==> config.mk <==
export PLATFORM = sky130hd
export DESIGN_NAME = tcc_top
export DESIGN_NICKNAME = d
export VERILOG_FILES = /design/src/design/tcc_pkg.sv /design/src/design/tcc_top.sv /design/src/design/tcc_chan.sv
export SDC_FILE = /design/constraint.sdc
export NUM_CORES = 1
export LEC_CHECK = 0
export BUFFER_PORTS_ARGS = -buffer_cell sky130_fd_sc_hd__buf_2
export CAP_MARGIN = 40
export CORE_ASPECT_RATIO = 2
export CORE_MARGIN = 1
export CORE_UTILIZATION = 55
export CTS_CLUSTER_DIAMETER = 30
export DETAILED_ROUTE_END_ITERATION = 10
export PLACE_DENSITY = 0.8
export SYNTH_ARGS = -nofsm -noshare
export SYNTH_HDL_FRONTEND = slang
export SYNTH_SLANG_ARGS = --single-unit
==> constraint.sdc <==
create_clock -name core_clk -period 2.3 [get_ports core_clk]
set_clock_uncertainty 0.15 [all_clocks]
set_input_delay 0 -clock core_clk [delete_from_list [all_inputs] [get_ports core_clk]]
set_output_delay 0 -clock core_clk [all_outputs]
set_load 0.05 [all_outputs]
==> src/design/tcc_pkg.sv <==
/*
  Shared constants for the four-channel timer capture/compare control block:
  subaddress map, control field positions, mode codes and reset values.
  Assumes an 8-bit indirect register port and a 16-bit timer counter outside.
*/
package tcc_pkg;
  localparam int unsigned NUM_CHAN = 4;
  localparam int unsigned CNT_W = 16;
  // subregister selects
  localparam logic [1:0] SUBREG_HIGH = 2'h0;
  localparam logic [1:0] SUBREG_LOW = 2'h1;
  localparam logic [1:0] SUBREG_CTRL = 2'h2;
  // subaddresses
  localparam logic [7:0] ADDR_STATUS = 8'h01;
  localparam logic [7:0] ADDR_CHAN_FIRST = 8'h02;
  localparam logic [7:0] ADDR_CHAN_LAST = 8'h05;
  // channel_control_reg fields
  localparam int unsigned BIT_ON = 7;
  localparam int unsigned BIT_POL = 6;
  localparam int unsigned BIT_IRQ_ON = 5;
  localparam int unsigned BIT_DIRECT = 4;
  localparam int unsigned BIT_RSVD = 3;
  localparam int unsigned MODE_MSB = 2;
  localparam logic [7:0] CTRL_WMASK = 8'hF7;
  localparam logic [7:0] CTRL_RESET = 8'h00;
  localparam logic [7:0] BYTE_RESET = 8'h00;
  localparam logic [3:0] FLAGS_RESET = 4'h0;
  // channel_op_mode codes
  localparam logic [2:0] MODE_ONESHOT = 3'h0;
  localparam logic [2:0] MODE_CONT = 3'h1;
  localparam logic [2:0] MODE_PWM = 3'h2;
  localparam logic [2:0] MODE_CAPTURE = 3'h3;
endpackage : tcc_pkg

==> src/design/tcc_top.sv <==
/*
  Four-channel timer capture/compare control: indirect register port,
  channel control registers, event and overrun flags, interrupt requests.
  Assumes the counter, reload and prescaler live outside and deliver
  count_tick, timer_count, end_of_cycle and timer_run on core_clk.
  Register writes and reads are single-cycle strobes; read data appear one
  clock after reg_rd and hold until the next read. Channel outputs and
  interrupt requests leave from flops, so no glitch reaches the pins or the
  interrupt controller.
*/
// Summary of operation
// channel_on bit 7 enables the channel; zero disables it.
// one-shot: idle at polarity; enabled, inverts one clock on count match.
// continuous compare: idle at polarity; enabled, toggles on every match.
// pwm: idle low; high on match, low at reload or down-count match.
// capture on rising input edge for polarity 0, falling for polarity 1.
// interrupt request per event only while channel_irq_on is set.
// running with direct update off: value writes wait for end of cycle.
// timer stopped: value writes apply at once.
// mode 0 one-shot, 1 continuous, 2 pwm, 3 capture; 4-7 reserved.
// control bit 3 reads zero; software writes it zero.
// software sets polarity before enabling continuous compare or pwm.
// four control registers at subaddresses 02h-05h, subregister 2, reset zero.
// capture stores the 16-bit count into the high and low bytes.
// compare uses high byte above low byte against the count.
// event flag set per event, cleared by writing 1 or timer stop.
// overrun set on event with flag set; cleared with flag or stop.
// reserved mode codes: no action, output at disabled level.
`timescale 1ns/1ps
`default_nettype none
module tcc_top
(
  // clock and reset
  input wire logic core_clk,
  input wire logic rst_n,
  // indirect register port
  input wire logic reg_wr,
  input wire logic reg_rd,
  input wire logic [7:0] reg_subaddr,
  input wire logic [1:0] reg_subreg,
  input wire logic [7:0] reg_wdata,
  output logic [7:0] reg_rdata,
  // timer counter side
  input wire logic timer_run,
  input wire logic count_tick,
  input wire logic [15:0] timer_count,
  input wire logic [15:0] timer_reload,
  input wire logic timer_updown,
  input wire logic count_down,
  input wire logic end_of_cycle,
  // channel pins
  input wire logic [3:0] chan_in,
  output logic [3:0] chan_out,
  // interrupt requests, one-cycle pulses
  output logic [3:0] chan_irq
);
  logic [7:0] ctrl_reg [4];
  logic [3:0] flag_reg;
  logic [3:0] overrun_reg;
  logic [3:0] event_w;
  logic [3:0] wr_high_w;
  logic [3:0] wr_low_w;
  logic [3:0] out_w;
  logic [7:0] high_w [4];
  logic [7:0] low_w [4];
  logic [3:0] clr_w;
  logic [7:0] rdata_next;
  logic [3:0] sel_w;
  logic ctrl_wr_w;
  logic [7:0] status_hi_w;
  logic [7:0] status_lo_w;

  // maps a subaddress to a one-hot channel select, zero if outside 02h-05h
  function automatic logic [3:0] chan_sel(input logic [7:0] sa);
    logic [3:0] s;
    s = 4'h0;
    if (sa >= tcc_pkg::ADDR_CHAN_FIRST && sa <= tcc_pkg::ADDR_CHAN_LAST)
      s = 4'h1 << (sa - tcc_pkg::ADDR_CHAN_FIRST);
    return s;
  endfunction : chan_sel

  // one decoder shared by write strobes, control writes and the read mux,
  // so the range compare exists once instead of once per use
  assign sel_w = chan_sel(reg_subaddr);
  // control writes; the channel select qualifies them per slice
  assign ctrl_wr_w = reg_wr && (reg_subreg == tcc_pkg::SUBREG_CTRL);

  // write strobes and flag clear mask
  assign wr_high_w = (reg_wr && reg_subreg == tcc_pkg::SUBREG_HIGH) ?
                     sel_w : 4'h0;
  assign wr_low_w = (reg_wr && reg_subreg == tcc_pkg::SUBREG_LOW) ?
                    sel_w : 4'h0;
  // status clear mask: write-one-to-clear on the event flag byte
  assign clr_w = (reg_wr && reg_subreg == tcc_pkg::SUBREG_LOW &&
                  reg_subaddr == tcc_pkg::ADDR_STATUS) ? reg_wdata[3:0] : 4'h0;
  // status bytes; upper nibbles are reserved and read zero
  assign status_hi_w = {4'h0, overrun_reg};
  assign status_lo_w = {4'h0, flag_reg};

  // one slice per channel, A to D
  generate
    for (genvar i = 0; i < 4; i++)
    begin : g_chan
      // control register; reserved bit never stored, so a stray 1 from
      // software cannot come back on a read or reach the mode decode
      always_ff @(posedge core_clk)
      begin
        if (!rst_n)
          ctrl_reg[i] <= tcc_pkg::CTRL_RESET;
        else if (ctrl_wr_w && sel_w[i])
          ctrl_reg[i] <= reg_wdata & tcc_pkg::CTRL_WMASK;
      end

      // per-channel datapath: value bytes, event detection, output flop
      tcc_chan u_chan
      (
        .core_clk(core_clk),
        .rst_n(rst_n),
        .channel_on(ctrl_reg[i][tcc_pkg::BIT_ON]),
        .channel_polarity(ctrl_reg[i][tcc_pkg::BIT_POL]),
        .channel_direct_update(ctrl_reg[i][tcc_pkg::BIT_DIRECT]),
        .channel_op_mode(ctrl_reg[i][tcc_pkg::MODE_MSB:0]),
        .timer_run(timer_run),
        .count_tick(count_tick),
        .timer_count(timer_count),
        .timer_reload(timer_reload),
        .timer_updown(timer_updown),
        .count_down(count_down),
        .end_of_cycle(end_of_cycle),
        .wr_high(wr_high_w[i]),
        .wr_low(wr_low_w[i]),
        .wdata(reg_wdata),
        .chan_in(chan_in[i]),
        .chan_out(out_w[i]),
        .chan_event(event_w[i]),
        .high_byte(high_w[i]),
        .low_byte(low_w[i])
      );

      // event flag: set wins over a write-one clear, so an event landing on
      // the clear cycle is never lost; a stopped timer beats both, which
      // keeps stale flags from outliving the count
      always_ff @(posedge core_clk)
      begin
        if (!rst_n)
          flag_reg[i] <= 1'b0;
        else if (!timer_run)
          flag_reg[i] <= 1'b0;
        else if (event_w[i])
          flag_reg[i] <= 1'b1;
        else if (clr_w[i])
          flag_reg[i] <= 1'b0;
      end

      // overrun: a second event before the flag is cleared; a clear in the
      // same cycle drops it, as software has just taken the earlier event
      always_ff @(posedge core_clk)
      begin
        if (!rst_n)
          overrun_reg[i] <= 1'b0;
        else if (!timer_run)
          overrun_reg[i] <= 1'b0;
        else if (event_w[i] && flag_reg[i] && !clr_w[i])
          overrun_reg[i] <= 1'b1;
        else if (clr_w[i])
          overrun_reg[i] <= 1'b0;
      end

      // irq pulse follows the event by one clock
      // masked events still set the flag; only the request is gated
      always_ff @(posedge core_clk)
      begin
        if (!rst_n)
          chan_irq[i] <= 1'b0;
        else
          chan_irq[i] <= event_w[i] && ctrl_reg[i][tcc_pkg::BIT_IRQ_ON];
      end
    end
  endgenerate

  // channel outputs are already flops inside each channel; retime skipped
  // to keep the match-to-pin delay at one clock
  assign chan_out = out_w;

  // read mux; unmapped subaddresses read zero
  // the status subaddress lies outside the channel range, so they never overlap
  always_comb
  begin
    rdata_next = 8'h00;
    for (int k = 0; k < 4; k++)
    begin
      if (sel_w[k])
      begin
        case (reg_subreg)
          tcc_pkg::SUBREG_HIGH: rdata_next = high_w[k];
          tcc_pkg::SUBREG_LOW: rdata_next = low_w[k];
          tcc_pkg::SUBREG_CTRL: rdata_next = ctrl_reg[k];
          default: rdata_next = 8'h00;
        endcase
      end
    end
    if (reg_subaddr == tcc_pkg::ADDR_STATUS)
    begin
      if (reg_subreg == tcc_pkg::SUBREG_HIGH)
        rdata_next = status_hi_w;
      else if (reg_subreg == tcc_pkg::SUBREG_LOW)
        rdata_next = status_lo_w;
    end
  end

  // read data registered; held between reads
  // so a slow reader sees a stable byte until its next strobe
  always_ff @(posedge core_clk)
  begin
    if (!rst_n)
      reg_rdata <= 8'h00;
    else if (reg_rd)
      reg_rdata <= rdata_next;
  end
endmodule : tcc_top
`default_nettype wire

==> src/design/tcc_chan.sv <==
/*
  One capture/compare channel: value bytes with deferred-load buffer,
  compare/capture event detection and the channel output flop.
  Assumes timer_count is valid in the cycle count_tick pulses and that
  end_of_cycle is a one-cycle pulse at the timer end count.
*/
`timescale 1ns/1ps
`default_nettype none
module tcc_chan
(
  // clock and reset
  input wire logic core_clk,
  input wire logic rst_n,
  // control fields
  input wire logic channel_on,
  input wire logic channel_polarity,
  input wire logic channel_direct_update,
  input wire logic [2:0] channel_op_mode,
  // timer side
  input wire logic timer_run,
  input wire logic count_tick,
  input wire logic [15:0] timer_count,
  input wire logic [15:0] timer_reload,
  input wire logic timer_updown,
  input wire logic count_down,
  input wire logic end_of_cycle,
  // byte writes
  input wire logic wr_high,
  input wire logic wr_low,
  input wire logic [7:0] wdata,
  // channel pins and results
  input wire logic chan_in,
  output logic chan_out,
  output logic chan_event,
  output logic [7:0] high_byte,
  output logic [7:0] low_byte
);
  logic [7:0] high_reg;
  logic [7:0] low_reg;
  logic [7:0] high_buf_reg;
  logic [7:0] low_buf_reg;
  logic high_pend_reg;
  logic low_pend_reg;
  logic in_prev_reg;
  logic out_reg;
  logic match;
  logic capture_edge;
  logic defer;
  logic is_cmp_mode;

  assign high_byte = high_reg;
  assign low_byte = low_reg;
  assign chan_out = out_reg;
  // writes are deferred only while running without direct update
  assign defer = timer_run && !channel_direct_update;
  assign is_cmp_mode = (channel_op_mode == tcc_pkg::MODE_ONESHOT) ||
                       (channel_op_mode == tcc_pkg::MODE_CONT) ||
                       (channel_op_mode == tcc_pkg::MODE_PWM);
  // match on the tick only, so a prescaled count held for many clocks fires once
  assign match = channel_on && timer_run && count_tick && is_cmp_mode &&
                 (timer_count == {high_reg, low_reg});
  // rising edge for polarity 0, falling for polarity 1
  assign capture_edge = channel_on && timer_run &&
                        (channel_op_mode == tcc_pkg::MODE_CAPTURE) &&
                        (chan_in != in_prev_reg) &&
                        (chan_in == !channel_polarity);

  // input history for edge detection
  always_ff @(posedge core_clk)
  begin
    if (!rst_n)
      in_prev_reg <= 1'b0;
    else
      in_prev_reg <= chan_in;
  end

  // event strobe to the flag logic
  always_ff @(posedge core_clk)
  begin
    if (!rst_n)
      chan_event <= 1'b0;
    else
      chan_event <= match || capture_edge;
  end

  // value bytes: capture beats a software write in the same cycle
  always_ff @(posedge core_clk)
  begin
    if (!rst_n)
    begin
      high_reg <= tcc_pkg::BYTE_RESET;
      low_reg <= tcc_pkg::BYTE_RESET;
      high_buf_reg <= tcc_pkg::BYTE_RESET;
      low_buf_reg <= tcc_pkg::BYTE_RESET;
      high_pend_reg <= 1'b0;
      low_pend_reg <= 1'b0;
    end
    else if (capture_edge)
    begin
      high_reg <= timer_count[15:8];
      low_reg <= timer_count[7:0];
    end
    else
    begin
      if (wr_high && defer)
      begin
        high_buf_reg <= wdata;
        high_pend_reg <= 1'b1;
      end
      else if (wr_high)
      begin
        high_reg <= wdata;
        high_pend_reg <= 1'b0;
      end
      else if (high_pend_reg && (end_of_cycle || !defer))
      begin
        high_reg <= high_buf_reg;
        high_pend_reg <= 1'b0;
      end
      if (wr_low && defer)
      begin
        low_buf_reg <= wdata;
        low_pend_reg <= 1'b1;
      end
      else if (wr_low)
      begin
        low_reg <= wdata;
        low_pend_reg <= 1'b0;
      end
      else if (low_pend_reg && (end_of_cycle || !defer))
      begin
        low_reg <= low_buf_reg;
        low_pend_reg <= 1'b0;
      end
    end
  end

  // channel output per mode
  always_ff @(posedge core_clk)
  begin
    if (!rst_n)
      out_reg <= 1'b0;
    else if (!channel_on)
    begin
      // pwm idles low; every other mode idles at polarity
      if (channel_op_mode == tcc_pkg::MODE_PWM)
        out_reg <= 1'b0;
      else
        out_reg <= channel_polarity;
    end
    else
    begin
      case (channel_op_mode)
        tcc_pkg::MODE_ONESHOT: out_reg <= channel_polarity ^ match;
        tcc_pkg::MODE_CONT: out_reg <= out_reg ^ match;
        tcc_pkg::MODE_PWM:
        begin
          if (match && !(timer_updown && count_down))
            out_reg <= 1'b1;
          else if (timer_run && count_tick && !timer_updown &&
                   (timer_count == timer_reload))
            out_reg <= 1'b0;
          else if (match)
            out_reg <= 1'b0;
        end
        default: out_reg <= channel_polarity;
      endcase
    end
  end
endmodule : tcc_chan
`default_nettype wire

---- Word-level counts from Yosys, hierarchy flattened ----
Memories as Yosys holds them, arrays and structs flattened.
Index checks and enable logic that the tools add are counted.
word-level totals
  register bits ........................... 168
  RAM bits ................................ 28
  bits of input ports ..................... 63
  memories kept ........................... 1
cells by class
  mux-type cells .......................... 124
  shift-type cells ........................ 1
  add/subtract/negate cells ............... 1
  equality and inequality tests ........... 40
  bitwise gates (word level) .............. 16
  reductions and logical operators ........ 165
  $lt $le $gt $ge ......................... 2
memories
  memory    depth  width  read ports  clocked after Yosys merged registers in  write ports  RTL line       source
  ctrl_reg  4      7      4           0                                        4            tcc_top.sv:57  logic [7:0] ctrl_reg [4];
operators by type and width
  operator                                                                           number
  8-bit two-way mux                                                                  39
  8-bit case mux with 3 select lines                                                 4
  16-bit == test                                                                     5
  1-bit logical AND                                                                  77
  1-bit two-way mux                                                                  69
  2-bit AND reduction                                                                25
  3-bit nonzero test                                                                 16
  7-bit two-way mux                                                                  4
  3-bit by 2-bit == test with 1-bit output (second input constant)                   8
  5-bit inequality test (second input constant)                                      4
  1-bit logical NOT                                                                  18
  1-bit logical OR                                                                   16
  4-bit two-way mux                                                                  4
  2-bit by 1-bit inequality test with 1-bit output (second input constant)           8
  2-bit nonzero test                                                                 8
  3-bit by 1-bit == test with 1-bit output (second input constant)                   4
  3-bit logical NOT                                                                  4
  1-bit case mux with 3 select lines                                                 4
  8-bit by 1-bit == test with 1-bit output (second input constant)                   1
  8-bit by 2-bit >= comparator with 1-bit output (second input constant)             1
  8-bit by 3-bit less-or-equal comparator with 1-bit output (second input constant)  1
  1-bit by 8-bit << shifter with 4-bit output (first input constant)                 1
  8-bit by 2-bit subtractor with 8-bit output (second input constant)                1
  1-bit XOR                                                                          8
  7 further kinds                                                                    19

---- Logic depth before layout (Yosys ltp) ----
Gate-level depths: netlist (run 1).
An unclocked memory read counts as a cell.
  word-level depth ........................ 11
  mapped depth ............................ 11

---- By module ----
A second synthesis (run 1) with hierarchy kept.
unflattened totals
  cell total of the unflattened synthesis .. 1292
  area, all modules ....................... 11349.6 um^2
by module, submodules not included
  module    cells each  times used  area an instance (um^2)
  tcc_chan  248         4           2124.5
  tcc_top   300         1           2851.5

---- Worst setup path after synthesis (run 1) ----
No wires, ideal clock.
  path kind ............................... input-to-reg
  start point ............................. in reg_subaddr[1]
  end point ............................... mem ctrl_reg[1][0] (netlist name) (enable)
  required time ........................... 1.769 ns
  slack ................................... -0.255 ns
  path buffers ............................ 3
  arrival time ............................ 2.025 ns
  stages on the path ...................... 8
  cells stage by stage .................... buf_2 > inv_1 > ha_1 > nor3b_2 > nand4_2 > buf_2 > buf_1 > o21ai_0
RTL lines
  item             RTL line       source
  start, declared  tcc_top.sv:39  input wire logic [7:0] reg_subaddr,
  end, declared    tcc_top.sv:57

---- Worst setup path in the final report (run 1) ----
  start point ............................. in reg_subreg[1]
  end point ............................... reg g_chan[2].u_chan.high_reg[3]
between the ends
  word-level cells in the longest chain between the ends .. 6
  elaborated cells on any way between the ends .. 10
ends and longest elaborated chain
  item                                                                                          RTL line                          source
  start, declared                                                                               tcc_top.sv:40                     input wire logic [1:0] reg_subreg,
  2-bit logical NOT (*)                                                                         tcc_top.sv:89                     assign wr_high_w = (reg_wr && reg_subreg == tcc_pkg::SUBREG_HIGH) ?
  1-bit logical AND (*)                                                                         tcc_top.sv:89
  4-bit two-way mux (*)                                                                         tcc_top.sv:89
  8-bit two-way mux / 1-bit logical AND (equally long branches)                                 tcc_chan.sv:110, tcc_chan.sv:105
  8-bit two-way mux / 2-bit by 1-bit inequality test with 1-bit output (equally long branches)  --
  8-bit two-way mux / 2-bit AND reduction (equally long branches)                               --
  end signal, assigned                                                                          tcc_chan.sv:100                   high_reg <= timer_count[15:8];
  end signal, assigned                                                                          tcc_chan.sv:112                   high_reg <= wdata;
  end signal, assigned                                                                          tcc_chan.sv:117                   high_reg <= high_buf_reg;
  end, declared                                                                                 tcc_chan.sv:38                    logic [7:0] high_reg;
Mark *: on every way between the ends. The rest lies on a longest branch, timed or not. The select of a mux whose other input is x is not followed.
A chain may end at the register's enable or synchronous reset.

==> flow_metrics.env, run 1 <==
export IMPL_finalSetupViolCount=0
export IMPL_clk_insertion_delay_late_ps=470
export IMPL_num_rows=74
export IMPL_seqCellArea_mm2=0.00420
export IMPL_syn_avg_cell_area_um2=8.02
export IMPL_synth_main_ff_cell="dfxtp_1"
export IMPL_p_switching_w=0.00198
export IMPL_core_mm2=0.0204
export IMPL_syn_nets=1485
export IMPL_wl_um=39800
export IMPL_relSlewSlack_pct=53.3
export IMPL_power_frac_seq_pct=46.6
export IMPL_fp_dieW_um=104
export IMPL_ys_seq_area_share_pct=36.9
export IMPL_finalNonFillerCells=1818
export IMPL_hold_viol_final=0
export IMPL_synth_seq_cells=196
export IMPL_start_util_pct=56.0
export IMPL_powerDensity_mw_per_mm2=567
export IMPL_critical_path_arrival_ps=2460
export IMPL_synth_distinct_cells=68
export IMPL_required_ps=2510
export IMPL_synthTopCellsByArea="dfxtp_1 29%, nand2_1 7.7%, edfxtp_1 7.4%, mux2i_1 7.3%, a21oi_1 6.7%"
export IMPL_vias=11500
export IMPL_port_buffers=78
export IMPL_synth_top_cell_area_share_pct=29.5
export IMPL_grt_first_pass_wirelength_um=60200
export IMPL_drtIter0Drc=982
export IMPL_synth_most_common_cell="nand2_1"
export IMPL_ys_warn_count=0
export IMPL_grt_max_degree=114
export IMPL_dieArea_mm2=0.0213
export IMPL_synth_top_area_cell="dfxtp_1"
export IMPL_endpoint_kind="flip-flop"
export IMPL_p_int_w=0.00564
export IMPL_drv_cap=0
export IMPL_synth_edff_count=28
export IMPL_min_period_over_period_pct=98.1
export IMPL_fin_crit_ps=2260
export IMPL_slew_viol_final=0
export IMPL_fin_ws_ps=44.2
export IMPL_tns_ps=0
export IMPL_clockPowerShare_pct=41.6
export IMPL_fillers=1703
export IMPL_gp_congestion=0.991
export IMPL_syn_inst=1421
export IMPL_max_clock_path_buffers=2
export IMPL_dp_cells=1744
export IMPL_fmax_mhz=443
export IMPL_pin_count=79
export IMPL_grt_total_usage_pct=37.3
export IMPL_cts_tree="yes"
export IMPL_critPathKind="input pin to flip-flop"
export IMPL_min_path_type="input pin to flip-flop"
export IMPL_dpl_cell_area_mm2=0.0124
export IMPL_antenna_found_initial=0
export IMPL_grt_ovfl_total=0
export IMPL_ant_nets=0
export IMPL_drive_gt1_share_pct=16.0
export IMPL_cp_start_kind="input pin"
export IMPL_clock_root_buffer="clkbuf_16"
export IMPL_cts_buffers=17
export IMPL_synth_common_cells="234 x nand2_1, 168 x dfxtp_1, 152 x a21oi_1, 83 x mux2i_1, 63 x clkbuf_1"
export IMPL_clock_sinks=196
export IMPL_async_flop_share_pct=0
export IMPL_peakVddDrop_uv=569
export IMPL_via_per_inst=6.34
export IMPL_power_leakage_nw=4.89
export IMPL_switching_share_pct=26.0
export IMPL_syn_area_mm2=0.0114
export IMPL_holdWs_ps=0.760
export IMPL_firstDrtPassIters=8
export IMPL_nets=1602
export IMPL_clkTransAtPathRegs_ps=70
export IMPL_grt_pass1_vias=11000
export IMPL_status="completed"
export IMPL_stdcell_area_mm2=0.0135
export IMPL_drc=0
export IMPL_die_h_um=206
export IMPL_multi_input_area_mm2=0.00657
export IMPL_cp_max_fo=7
export IMPL_dp_final_hpwl_um=28100
export IMPL_htree_levels=4
export IMPL_wire_per_inst_um=21.9
export IMPL_worst_slew_pin_slew_ps=694
export IMPL_areaGrowthSynthToFinish_pct=18.0
export IMPL_dpl_worst_slack_ps=-133
export IMPL_combPwrFrac_pct=11.8
-- worst max-delay path, stage by stage --
cell	delay, ps
dlygate4sd3_1	530
buf_2	170
or4b_1	570
nor4_2	230
buf_4	210
buf_4	140
mux2i_1	330
a21oi_1	140
o21ai_1	90
nand2_1	60
-- kinds of logic after synthesis --
kind of cell | count (synthesis) | share of synthesized area, %
compound gates | 372 | 19.9
xor+xnor | 81 | 6.22
fa+ha+maj | 1 | 0.110
buf+inv | 162 | 6.09
flops | 196 | 36.9
mux | 87 | 7.68
simple gates | 522 | 23.1
-- per-layer routing --
metal / GRT usage [%] / vias up / share of wire, %
met4: 35.4 / 0 / 10
met1: 39.7 / 5364 / 34
met3: 7.03 / 268 / 7.9
met2: 61.7 / 637 / 48
met5: 0 / - / 0
li1: - / 5259 / -
-- final timing paths --
check | start | to | slack [ps] | depth (start not counted)
worst max-delay path | reg_subreg[1] | g_chan[2].u_chan.high_byte[3]$_SDFFE_PN0P_ | 40 | 10
worst min-delay path | count_down | g_chan[3].u_chan.chan_out$_SDFFE_PN0P_ | 0.8 | 6
worst max register to register | ctrl_reg[3][5]$_SDFFCE_PN0P_ | g_chan[3].u_chan.low_buf_reg[4]$_SDFFE_PN0P_ | 110 | 6
worst min register to register | g_chan[2].u_chan.low_buf_reg[2]$_SDFFE_PN0P_ | g_chan[2].u_chan.low_buf_reg[2]$_SDFFE_PN0P_ | 300 | 2
-- layout by cell type (no fill, tap or decap), drive strengths merged, types with 6 or more instances in the layout --
master       count
nand2          235
nor2b            7
a2bb2oi          9
and2            36
dfxtp          168
dlygate4sd3     36
inv             50
a211oi           8
o21a             8
o211ai           7
nor2            54
a31oi           34
o2111ai         10
o21ai           80
nor3            47
buf            175
and3             8
o221ai          32
xor2            26
nor4            14
edfxtp          28
nand4           26
clkinv           6
a21oi          159
nand3           22
xnor2           55
nand2b          38
clkbuf          20
mux2i           83
o31ai            7
-- metrics by stage --
step / util [%] / total power [W]
5_1_grt: 66.1 / 0.00781
4_1_cts: 65.6 / 0.00758
6_report: 66.1 / 0.00763
3_5_place_dp: 60.8 / 0.00443
3_3_place_gp: 60.8 / 0.00442
2_1_floorplan: - / 0.00410
-- layout make-up --
type	count	share of cell area [%]
diodes	1	0.0186
clock buffers	20	3.24
repair buffers	211	11.5
multi-input cells	1063	48.8
clock inverters	12	1.32
well taps	266	2.47
flip-flops and latches	196	31.2
inverters	49	1.38
-- power groups by stage --
stage	registers [W]	clock network (W)	logic, W
after floorplan	0.00363	0	0.000473
after global placement	0.00363	0	0.000793
after detailed placement	0.00363	0	0.000806
after CTS	0.00355	0.00317	0.000855
after global routing	0.00356	0.00332	0.000935
final	0.00355	0.00317	0.000901
-- repair_timing --
item,in CTS,in global routing
hold buffers,36,0
gates cloned,0,0
buffers inserted,0,5
hold endpoints to repair,153,0
setup endpoints to repair,10,51
pin swaps,0,6
resized for setup,2,16
Note: power is estimated with default switching activity, not from simulation.
==> inputs of run 2 (changes only) <==
--- a/config.mk
+++ b/config.mk
@@ -5,7 +5,7 @@
 export SDC_FILE = /design/constraint.sdc
 export NUM_CORES = 1
 export LEC_CHECK = 0
-export BUFFER_PORTS_ARGS = -buffer_cell sky130_fd_sc_hd__buf_2
+export BUFFER_PORTS_ARGS = -buffer_cell sky130_fd_sc_hd__buf_4
 export CAP_MARGIN = 40
 export CORE_ASPECT_RATIO = 2
 export CORE_MARGIN = 1
==> run 2 against run 1 <==
Cell count decreased by 0.61%. Core utilization increased by 0.19 points. Routed wire length about the same. Sequential power about the same. Clock power decreased by 3%. Non-clock buffer count decreased by 8. Sequential share of layout area decreased by 0.090 points. Register-to-register slack got worse by 70 ps. Critical path type is now flip-flop to flip-flop.
==> flow_metrics.env, run 2 (synthesis gave the netlist of run 1 again) <==
export IMPL_status="completed"
export IMPL_grt_max_degree=68
export IMPL_peakVddDrop_uv=397
export IMPL_htree_levels=4
export IMPL_clock_sinks=196
export IMPL_min_path_type="input pin to flip-flop"
export IMPL_nets=1594
export IMPL_rrSetupSlack_ps=40
export IMPL_cp_start_kind="flip-flop"
export IMPL_wire_per_inst_um=22.0
export IMPL_worst_slew_pin_slew_ps=775
export IMPL_cp_max_fo=3
export IMPL_drc=0
export IMPL_holdCritStartpoint="reg_wr"
export IMPL_cts_buffers=17
export IMPL_max_clock_path_buffers=2
export IMPL_required_ps=2480
export IMPL_whs_endpoint="ctrl_reg[0][3]$_SDFFCE_PN0P_"
export IMPL_grt_ovfl_total=0
export IMPL_grt_pass1_vias=11000
export IMPL_finalSetupViolCount=0
export IMPL_grt_total_usage_pct=37.3
export IMPL_critical_path_arrival_ps=2450
export IMPL_hold_viol_final=0
export IMPL_endpoint_kind="flip-flop"
export IMPL_pin_count=79
export IMPL_min_period_over_period_pct=98.3
export IMPL_hold_path_depth=3
export IMPL_fin_crit_ps=2260
export IMPL_powerDensity_mw_per_mm2=559
export IMPL_dieArea_mm2=0.0213
export IMPL_wl_um=39800
export IMPL_antennaDiodeCount=0
export IMPL_power_leakage_nw=4.88
export IMPL_stdcell_area_mm2=0.0135
export IMPL_dp_cells=1738
export IMPL_mostFrequentLayoutCell="nand2_1"
export IMPL_vias=11300
export IMPL_slew_viol_final=0
export IMPL_reg2reg_to="g_chan[0].u_chan.chan_out$_SDFFE_PN0P_"
export IMPL_clock_root_buffer="clkbuf_16"
export IMPL_r2r_start="g_chan[0].u_chan.low_byte[4]$_SDFFE_PN0P_"
export IMPL_reg2reg_depth=7
export IMPL_start_util_pct=56.0
export IMPL_rsz0062_at_grt="no"
export IMPL_fp_dieW_um=104
export IMPL_relSlewSlack_pct=48.4
export IMPL_via_per_inst=6.27
export IMPL_fillers=1706
export IMPL_dpl_cell_area_mm2=0.0125
export IMPL_drive_gt1_share_pct=14.9
export IMPL_final_cell_mix="233 x nand2_1, 168 x dfxtp_1, 163 x buf_4"
export IMPL_critPathKind="flip-flop to flip-flop"
export IMPL_finalNonFillerCells=1807
export IMPL_firstDrtPassIters=7
export IMPL_num_rows=74
export IMPL_core_mm2=0.0204
export IMPL_fmax_mhz=442
export IMPL_areaGrowthSynthToFinish_pct=18.4
export IMPL_drv_cap=0
export IMPL_cts_tree="yes"
export IMPL_dpl_worst_slack_ps=-26.2
export IMPL_total_power_w=0.00755
export IMPL_clkTransAtPathRegs_ps=70
export IMPL_fin_ws_ps=38.8
export IMPL_drtIter0Drc=841
export IMPL_port_buffers=78
export IMPL_grt_first_pass_wirelength_um=60200
export IMPL_gp_congestion=0.975
export IMPL_antenna_found_initial=0
export IMPL_tns_ps=0
export IMPL_dp_final_hpwl_um=28100
export IMPL_ant_nets=0
export IMPL_die_h_um=206
export IMPL_clk_insertion_delay_late_ps=460
[run 2: per-layer routing]
layer	vias to the layer above	share of wire, %	track usage (%)	routed length, um
met2	574	49	63.8	19400
met1	5293	35	39.6	14100
met4	0	9.3	33.1	3690
li1	5236	-	-	-
met3	227	6.5	6.27	2600
met5	-	0	0	0
[run 2: what timing repair did]
item                       in CTS  in global routing
setup endpoints to repair       0                 28
setup buffers                   0                  0
hold buffers                   38                  1
hold endpoints to repair      187                  1
gates resized for setup         0                  7
[run 2: critical path, stage by stage (launching register included)]
cell,delay [ps]
dfxtp_1,360
xor2_1,170
nor4_1,360
nand4_1,200
nor4_1,400
buf_4,210
mux2i_1,190
o32ai_1,90
[run 2: worst max-delay path by stage]
stage                                         startpoint                                            end  slack (ps)  cells after the start
2_1_floorplan                             reg_subaddr[1]                   ctrl_reg[1][0]$_SDFFCE_PN0P_         -60                      8
3_3_place_gp                              reg_subaddr[1]  g_chan[0].u_chan.high_buf_reg[0]$_SDFFE_PN0P_        -0.9                     12
3_5_place_dp                              reg_subaddr[1]      g_chan[1].u_chan.low_byte[3]$_SDFFE_PN0P_         -30                     10
4_1_cts                     ctrl_reg[2][5]$_SDFFCE_PN0P_   g_chan[2].u_chan.low_buf_reg[6]$_SDFFE_PN0P_          30                      6
5_1_grt                     ctrl_reg[2][5]$_SDFFCE_PN0P_  g_chan[2].u_chan.high_buf_reg[3]$_SDFFE_PN0P_          10                      7
6_report       g_chan[0].u_chan.low_byte[4]$_SDFFE_PN0P_         g_chan[0].u_chan.chan_out$_SDFFE_PN0P_          40                      7
[run 2: power by group]
part	total, W	leakage [nW]	internal (W)	switching [W]
combinational	0.000925	2.97	0.000337	0.000588
sequential	0.00355	1.62	0.00351	0.0000419
clock	0.00307	0.294	0.00175	0.00132
[run 2: stage by stage]
step	utilization [%]	hold slack, ps
floorplan	-	-28.3
global route	66.3	53.0
finish	66.3	31.7
detailed placement	61.3	71.6
global placement	61.2	66.1
CTS	66.1	2.83
[run 2: layout make-up]
class | count | area [um^2] | share of cell area, %
clock inverters | 7 | 93.8 | 0.695
well taps | 266 | 333 | 2.47
inverters | 49 | 185 | 1.37
flip-flops and latches | 196 | 4200 | 31.1
clock buffers | 23 | 500 | 3.71
multi-input cells | 1063 | 6550 | 48.5
repair buffers | 203 | 1630 | 12.1
